**src/uart_mls_pkg.sv**
```systemverilog
/*
 * Shared constants and carrier types for the modem control, line status,
 * modem status and scratch register block of a 16550-style serial port.
 * Assumes an 8-bit host register port with a 3-bit register index.
 */
package uart_mls_pkg;

	// ****************************************
	// register index
	// ****************************************
	localparam logic [2:0] ADDR_MODEM_CONTROL = 3'h4;
	localparam logic [2:0] ADDR_LINE_STATUS = 3'h5;
	localparam logic [2:0] ADDR_MODEM_STATUS = 3'h6;
	localparam logic [2:0] ADDR_SCRATCH = 3'h7;

	// ****************************************
	// modem control fields
	// ****************************************
	localparam int MC_TERM_READY = 0;
	localparam int MC_REQ_SEND = 1;
	localparam int MC_AUX_ONE = 2;
	localparam int MC_AUX_TWO = 3;
	localparam int MC_LOOPBACK = 4;
	localparam int MC_WIDTH = 5;
	localparam logic [4:0] MC_RESET = 5'h0;
	localparam logic [2:0] MC_UNUSED_READ = 3'h0;
	localparam logic [7:0] SCRATCH_RESET = 8'h00;
	localparam logic [7:0] READ_NONE = 8'h00;

	// ****************************************
	// line timing, in 16x sample ticks
	// ****************************************
	localparam logic [3:0] TICKS_SHIFT = 4'h0;
	localparam logic [8:0] HALF_BIT_TICKS = 9'h008;
	localparam logic [8:0] CNT_ZERO = 9'h000;
	localparam logic [8:0] CNT_ONE = 9'h001;

	// ****************************************
	// carrier types
	// ****************************************
	typedef struct packed {
		logic [2:0] addr;
		logic [7:0] wdata;
		logic wr;
		logic rd;
	} host_req_t;

	// events from the receiver; in fifo mode they describe the fifo top
	typedef struct packed {
		logic overrun;
		logic parity;
		logic framing;
		logic brk;
	} rx_event_t;

	typedef enum logic [2:0] {
		BRK_IDLE = 3'b001,
		BRK_LOW = 3'b010,
		BRK_HOLD = 3'b100
	} brk_state_t;

	typedef struct packed {
		logic [4:0] modem_control;
		logic [7:0] scratch;
		logic oe;
		logic pe;
		logic fe;
		logic bi;
		logic err7;
		logic tx_holding_empty;
		logic [3:0] dmsr;
		logic [3:0] mprev;
		logic [4:0] sy1;
		logic [4:0] sy2;
		logic [7:0] rdata;
		brk_state_t bst;
		logic [8:0] cnt;
	} state_t;

endpackage : uart_mls_pkg

```
**src/uart_modem_line_status.sv**
```systemverilog
/*
 * Modem control, line status, modem status and scratch registers with
 * loopback routing and break monitoring for one 16550-style serial port.
 * Assumes a receiver, transmitter and interrupt identifier on the same
 * clock that supply the event and level inputs below.
 */
`timescale 1ns/1ns
`default_nettype none

module uart_modem_line_status (
	// clock, reset, enable
	input wire logic clk_sys_i,
	input wire logic nrst_i,
	input wire logic ce_i,
	// host register port
	input wire uart_mls_pkg::host_req_t host_i,
	output logic [7:0] rdata_o,
	// receiver side
	input wire logic fifo_mode_i,
	input wire logic rx_data_avail_i,
	input wire uart_mls_pkg::rx_event_t rx_ev_i,
	input wire logic fifo_err_i,
	input wire logic sample_tick_i,
	input wire logic [3:0] char_bits_i,
	output logic rx_serial_o,
	output logic rx_enable_o,
	output logic rx_resync_o,
	output logic brk_detect_o,
	// transmitter side
	input wire logic tx_shift_out_i,
	input wire logic tx_load_shift_i,
	input wire logic tx_holding_write_i,
	input wire logic tx_fifo_empty_i,
	input wire logic tx_shift_empty_i,
	// interrupt side
	input wire logic ls_irq_en_i,
	input wire logic ms_irq_en_i,
	input wire logic port_irq_i,
	output logic ls_irq_o,
	output logic ms_irq_o,
	output logic irq_o,
	output logic irq_oe_o,
	// serial pins
	input wire logic rxd_i,
	input wire logic clear_send_in_n,
	input wire logic set_ready_in_n,
	input wire logic ring_in_n,
	input wire logic carrier_detect_in_n,
	output logic txd_o,
	output logic terminal_ready_out_n,
	output logic request_send_out_n
);
	import uart_mls_pkg::*;

	// ****************************************
	// helpers
	// ****************************************
	// set beats clear so that an event in the read cycle is kept
	function automatic logic sticky(input logic cur, input logic set,
		input logic clr);
		sticky = set | (cur & ~clr);
	endfunction : sticky

	function automatic logic [3:0] sticky4(input logic [3:0] cur,
		input logic [3:0] set, input logic clr);
		sticky4 = set | (cur & ~{4{clr}});
	endfunction : sticky4

	state_t s;
	state_t next_s;
	logic loop;
	logic line;
	logic [3:0] m_act;
	logic [3:0] m_ev;
	logic rd_ls;
	logic rd_ms;
	logic ls5;
	logic ls6;
	logic ls7;
	logic [7:0] ls_val;
	logic [7:0] ms_val;
	logic [8:0] brk_limit;
	logic brk_pulse;

	// ****************************************
	// routing
	// ****************************************
	assign loop = s.modem_control[MC_LOOPBACK];
	// second sync stage only; first stage feeds nothing else
	assign line = loop ? tx_shift_out_i : s.sy2[0];
	assign rx_serial_o = line;
	assign txd_o = loop ? 1'b1 : tx_shift_out_i;
	assign terminal_ready_out_n = loop ? 1'b1 : ~s.modem_control[MC_TERM_READY];
	assign request_send_out_n = loop ? 1'b1 : ~s.modem_control[MC_REQ_SEND];
	assign irq_o = port_irq_i;
	assign irq_oe_o = s.modem_control[MC_AUX_TWO];

	// active-high view: clear-send, set-ready, ring, carrier
	always_comb begin
		if (loop) begin
			m_act = {s.modem_control[MC_AUX_TWO], s.modem_control[MC_AUX_ONE], s.modem_control[MC_TERM_READY],
				s.modem_control[MC_REQ_SEND]};
		end else begin
			m_act = ~s.sy2[4:1];
		end
	end

	// ring only counts when it goes away
	assign m_ev = {m_act[3] ^ s.mprev[3], s.mprev[2] & ~m_act[2],
		m_act[1] ^ s.mprev[1], m_act[0] ^ s.mprev[0]};

	// ****************************************
	// status views
	// ****************************************
	assign rd_ls = host_i.rd && (host_i.addr == ADDR_LINE_STATUS);
	assign rd_ms = host_i.rd && (host_i.addr == ADDR_MODEM_STATUS);
	assign ls5 = fifo_mode_i ? tx_fifo_empty_i : s.tx_holding_empty;
	assign ls6 = ls5 & tx_shift_empty_i;
	assign ls7 = fifo_mode_i & s.err7;
	assign ls_val = {ls7, ls6, ls5, s.bi, s.fe, s.pe, s.oe,
		rx_data_avail_i};
	assign ms_val = {m_act, s.dmsr};
	assign ls_irq_o = ls_irq_en_i & (s.oe | s.pe | s.fe | s.bi);
	assign ms_irq_o = ms_irq_en_i & (|s.dmsr);
	assign rdata_o = s.rdata;

	// ****************************************
	// break monitor
	// ****************************************
	// a break outlasts a whole frame of start, data, parity and stop
	assign brk_limit = {1'b0, char_bits_i, TICKS_SHIFT};
	assign brk_pulse = (s.bst == BRK_LOW) && sample_tick_i &&
		(s.cnt > brk_limit);
	assign brk_detect_o = brk_pulse;
	// receiver is held off until the line has been high half a bit,
	// which also keeps a break to a single zero character
	assign rx_enable_o = (s.bst != BRK_HOLD);
	// a framing error with the line still low means that low is the
	// next start bit; the receiver samples it twice and carries on
	assign rx_resync_o = rx_ev_i.framing & ~line;

	// ****************************************
	// next state
	// ****************************************
	always_comb begin
		next_s = s;
		next_s.sy1 = {carrier_detect_in_n, ring_in_n, set_ready_in_n,
			clear_send_in_n, rxd_i};
		next_s.sy2 = s.sy1;
		next_s.mprev = m_act;

		// register writes
		if (host_i.wr) begin
			case (host_i.addr)
				ADDR_MODEM_CONTROL: next_s.modem_control = host_i.wdata[MC_WIDTH-1:0];
				ADDR_SCRATCH: next_s.scratch = host_i.wdata;
				default: ;
			endcase
		end

		// read data, captured before the clears below take effect
		next_s.rdata = READ_NONE;
		if (host_i.rd) begin
			case (host_i.addr)
				ADDR_MODEM_CONTROL: next_s.rdata = {MC_UNUSED_READ, s.modem_control};
				ADDR_LINE_STATUS: next_s.rdata = ls_val;
				ADDR_MODEM_STATUS: next_s.rdata = ms_val;
				ADDR_SCRATCH: next_s.rdata = s.scratch;
				default: next_s.rdata = READ_NONE;
			endcase
		end

		// line status flags
		next_s.oe = sticky(s.oe, rx_ev_i.overrun, rd_ls);
		next_s.pe = sticky(s.pe, rx_ev_i.parity, rd_ls);
		next_s.fe = sticky(s.fe, rx_ev_i.framing, rd_ls);
		next_s.bi = sticky(s.bi, rx_ev_i.brk | (brk_pulse & ~fifo_mode_i),
			rd_ls);
		next_s.err7 = fifo_mode_i & sticky(s.err7, fifo_err_i, rd_ls);
		next_s.tx_holding_empty = sticky(s.tx_holding_empty, tx_load_shift_i,
			tx_holding_write_i);

		// modem deltas
		next_s.dmsr = sticky4(s.dmsr, m_ev, rd_ms);

		// break monitor
		case (s.bst)
			BRK_IDLE: begin
				next_s.cnt = CNT_ZERO;
				if (sample_tick_i && !line) begin
					next_s.bst = BRK_LOW;
					next_s.cnt = CNT_ONE;
				end
			end
			BRK_LOW: begin
				if (line) begin
					next_s.bst = BRK_IDLE;
					next_s.cnt = CNT_ZERO;
				end else if (brk_pulse) begin
					next_s.bst = BRK_HOLD;
					next_s.cnt = CNT_ZERO;
				end else if (sample_tick_i) begin
					next_s.cnt = s.cnt + CNT_ONE;
				end
			end
			BRK_HOLD: begin
				if (!line) begin
					next_s.cnt = CNT_ZERO;
				end else if (sample_tick_i) begin
					if (s.cnt + CNT_ONE >= HALF_BIT_TICKS) begin
						next_s.bst = BRK_IDLE;
						next_s.cnt = CNT_ZERO;
					end else begin
						next_s.cnt = s.cnt + CNT_ONE;
					end
				end
			end
			default: begin
				next_s.bst = BRK_IDLE;
				next_s.cnt = CNT_ZERO;
			end
		endcase
	end

	// ****************************************
	// state register
	// ****************************************
	always_ff @(posedge clk_sys_i or negedge nrst_i) begin
		if (!nrst_i) begin
			s.modem_control <= MC_RESET;
			s.scratch <= SCRATCH_RESET;
			s.oe <= 1'b0;
			s.pe <= 1'b0;
			s.fe <= 1'b0;
			s.bi <= 1'b0;
			s.err7 <= 1'b0;
			s.tx_holding_empty <= 1'b1;
			s.dmsr <= 4'h0;
			s.mprev <= 4'h0;
			s.sy1 <= 5'h1F;
			s.sy2 <= 5'h1F;
			s.rdata <= READ_NONE;
			s.bst <= BRK_IDLE;
			s.cnt <= CNT_ZERO;
		end else if (ce_i) begin
			s <= next_s;
		end
	end
endmodule : uart_modem_line_status

`default_nettype wire
```
**config.mk**
```make
export PLATFORM = sky130hd
export DESIGN_NAME = uart_modem_line_status
export DESIGN_NICKNAME = d
export VERILOG_FILES = /design/src/uart_mls_pkg.sv /design/src/uart_modem_line_status.sv
export SDC_FILE = /design/constraint.sdc
export NUM_CORES = 1
export LEC_CHECK = 0
export BUFFER_PORTS_ARGS = -buffer_cell sky130_fd_sc_hd__buf_2
export CORE_MARGIN = 5
export CORE_UTILIZATION = 45
export DETAILED_ROUTE_END_ITERATION = 7
export PLACE_DENSITY = 0.72
export SKIP_CTS_REPAIR_TIMING = 1
export SLEW_MARGIN = 15
export SYNTH_ARGS = -nofsm -noshare
export SYNTH_HDL_FRONTEND = slang
export SYNTH_SLANG_ARGS = --single-unit
```
**constraint.sdc**
```tcl
create_clock -name clk_sys_i -period 5.2 [get_ports clk_sys_i]
set_input_delay 1.56 -clock clk_sys_i [delete_from_list [all_inputs] [get_ports clk_sys_i]]
set_output_delay 1.56 -clock clk_sys_i [all_outputs]
set_load 0.005 [all_outputs]
```
==> results.json <==
{
  "status": "finished clean",
  "synth_top_flop_cell": "sky130_fd_sc_hd__dfrtp_1",
  "period_needed_ns": 4.526,
  "power_density_relative_to_cell_area_nw_per_um2": 340.4,
  "synthesis.area_um2": 3164,
  "antenna_left": 0,
  "setup-tns-final_ns": 0,
  "first_pass_iters": 4,
  "io_pins": 60,
  "crit_path_end_kind": "output port",
  "synth_seq_cells": 57,
  "clock_tree.buffer_depth": 2,
  "synth_enable_flop_cells": 0,
  "cp-start-kind": "primary input",
  "placed_cells_incl_taps": 438,
  "yosys_warnings": 0,
  "path_cells": "buf_2 > inv_1 > ha_1 > nor2b_1 > o211ai_1 > a21oi_1 > nor2_1 > nor3_1 > buf_2",
  "clk_transition_reported_paths_ns": 0.07,
  "clock_latency_ns": 0.34,
  "critical_path_peak_fanout": 2,
  "synth_area_leaders": "sky130_fd_sc_hd__dfrtp_1 (36%), sky130_fd_sc_hd__dfstp_2 (10%), sky130_fd_sc_hd__mux2_2 (8.5%)",
  "area_delta_synth_final_pct": 15.94,
  "timing.critical_path.slowest_cell_delay_ns": 0.34,
  "viasPerCell": 5.346,
  "first_global_vias": 2396,
  "die_y_um": 93.86,
  "tritoncts_clock_tree": "done",
  "met3_usage_pct": 5.689,
  "h_tree_level_count": 3,
  "gr-usage-met1_pct": 24.17,
  "gr-usage-all-layers_pct": 17.30,
  "cts_made_buffers": 9,
  "finalNetCount": 400,
  "groute.layer.met2.usage_pct": 25.72,
  "placement.io_buffers": 57,
  "synth_cells": 304,
  "drt_first_iter_violations": 98,
  "grt_antenna_before_repair": 0,
  "tightest_slew_ns": 0.7828,
  "synth_sequential_area_ratio_pct": 45.55,
  "crit_type": "in -> out",
  "routabilityCongestion": 0.8401,
  "commonest_cells_in_the_netlist": "sky130_fd_sc_hd__dfrtp_1 (45), sky130_fd_sc_hd__nand2_1 (30), sky130_fd_sc_hd__inv_1 (26)",
  "floorplan.initialDensity_pct": 46.32,
  "die_w_um": 93.86,
  "grt_first_pass_wirelength_um": 11770,
  "route.detailed.wl_per_inst_um": 15.71,
  "drt_drc_violations_left": 0,
  "drive_gt1_share_pct": 34.64,
  "dp_worst_setup_slack_ns": 0.6475,
  "top_area_cell_type_share_of_the_netlist_area_pct": 35.59,
  "cts_num_sinks": 57,
  "critPathBufInv": 3,
  "setup-violations-final": 0,
  "crit_path_frequent_cell": "sky130_fd_sc_hd__buf_2",
  "grt_setup_unrepaired": "false",
  "post-route-util_pct": 53.70,
  "critical_path.top_delay_family": "simple AND/OR/NAND/NOR gates",
  "die_area_um2": 8809,
  "final_cells": 454,
  "syn_nets": 351,
  "overflow": 0,
  "grt_most_used_layer": "met2",
  "cts_root_buf": "sky130_fd_sc_hd__clkbuf_8",
  "insertedDiodeCount": 0,
  "vdd_ir_drop_max_mv": 0.1757,
  "synth.largest_area_cell": "sky130_fd_sc_hd__dfrtp_1",
  "floorplan.core_area_um2": 6832,
  "grt_start_max_net_pins": 44,
  "wl_um": 7134,
  "slew_headroom_pct": 47.82,
  "vias": 2427,
  "async_reset_ff_share_pct": 100.0,
  "worst-endpoint-required_ns": 3.64,
  "hold_class": "reg -> reg",
  "syn_avg_cell_area_um2": 10.41,
  "fin_ws_ns": 0.6737,
  "hold-worst-slack_ns": 0.5143,
  "timing.max_cap.violations": 0,
  "max_freq_mhz": 220.9,
  "finalClockSkew_ns": 0.005046,
  "number_of_endpoints_with_negative_hold_slack_in_the_final_report": 0,
  "critical_path.slowest_cell": "sky130_fd_sc_hd__a21oi_1",
  "fin_crit_sh_pct": 87.04,
  "placement_rows": 30,
  "worst-endpoint-arrival_ns": 2.97,
  "power_leakage_uw": 0.001670,
  "hpwlAfterDp_um": 5200,
  "post-synth-top-count-cell": "sky130_fd_sc_hd__dfrtp_1",
  "drv_slew": 0,
  "netlist-cell-type-count": 57
}
report_power, final:
part / leakage (µW) / switching [µW] / internal [µW] / total, µW
clock network: 0.0000953 / 186 / 233 / 418
logic: 0.000896 / 120 / 129 / 249
registers: 0.000679 / 63.5 / 518 / 581
kinds of logic after synthesis:
kind of cell / Yosys count / share of synthesized area (%)
DFF: 57 / 45.55
adders and majority gates: 6 / 2.372
buffers and inverters: 48 / 6.761
AOI/OAI and AO/OA: 64 / 15.14
muxes: 36 / 14.31
and+or+nand+nor: 87 / 14.20
xor gates and xnor gates: 6 / 1.661
flip-flops by register name, indices dropped and copies added, names as in the netlist:
name / cells
next_s: 5
loop: 1
rdata_o: 8
ls_val: 4
irq_oe_o: 1
ms_val: 4
s: 34
per-stage QoR:
step                cell area (µm²)  power (µW)
floorplan                      3164       751.5
global placement               3472       830.7
detailed placement             3472       839.4
CTS                            3669        1257
global route                   3669        1318
finish                         3669        1249
path summary, 6_finish.rpt:
path	from	end	slack, ns	depth (start not counted)
min	s[51]$_DFFE_PN0P_	s[51]$_DFFE_PN0P_	0.51	1
max	char_bits_i[1]	brk_detect_o	0.67	9
max reg2reg	loop$_DFFE_PN0P_	s[8]$_DFFE_PN0P_	2.61	6
min reg2reg	s[51]$_DFFE_PN0P_	s[51]$_DFFE_PN0P_	0.51	1
max in group asynchronous	nrst_i	s[24]$_DFFE_PN1P_	3.09	2
min in group asynchronous	nrst_i	s[5]$_DFFE_PN0P_	1.24	1
final cells by class:
cell class                      instances  area, µm²
Clock buffer                           11      141.4
Clock inverter                          5      55.05
Fill cell                             662       3163
Inverter                               27      101.3
Multi-Input combinational cell        199       1509
Sequential cell                        57       1441
Tap cell                               96      120.1
Timing Repair Buffer                   59      300.3
layer usage:
metal	routed length [µm]	share of wire, %	up-vias
met2	3205	45	68
met3	434	6.1	11
met1	3402	48	1163
li1	-	-	1185
met5	0	0	-
met4	91	1.3	0
cells in the final DEF, fill, tap and decap left out, drive strengths merged, types with 11 or more instances in the layout:
cell type / instances
a22o: 11
buf: 59
dfrtp: 45
clkbuf: 11
inv: 27
nor2: 12
dfstp: 12
o21ai: 14
mux2: 24
nand2: 30
(Power assumes the default switching activity.)
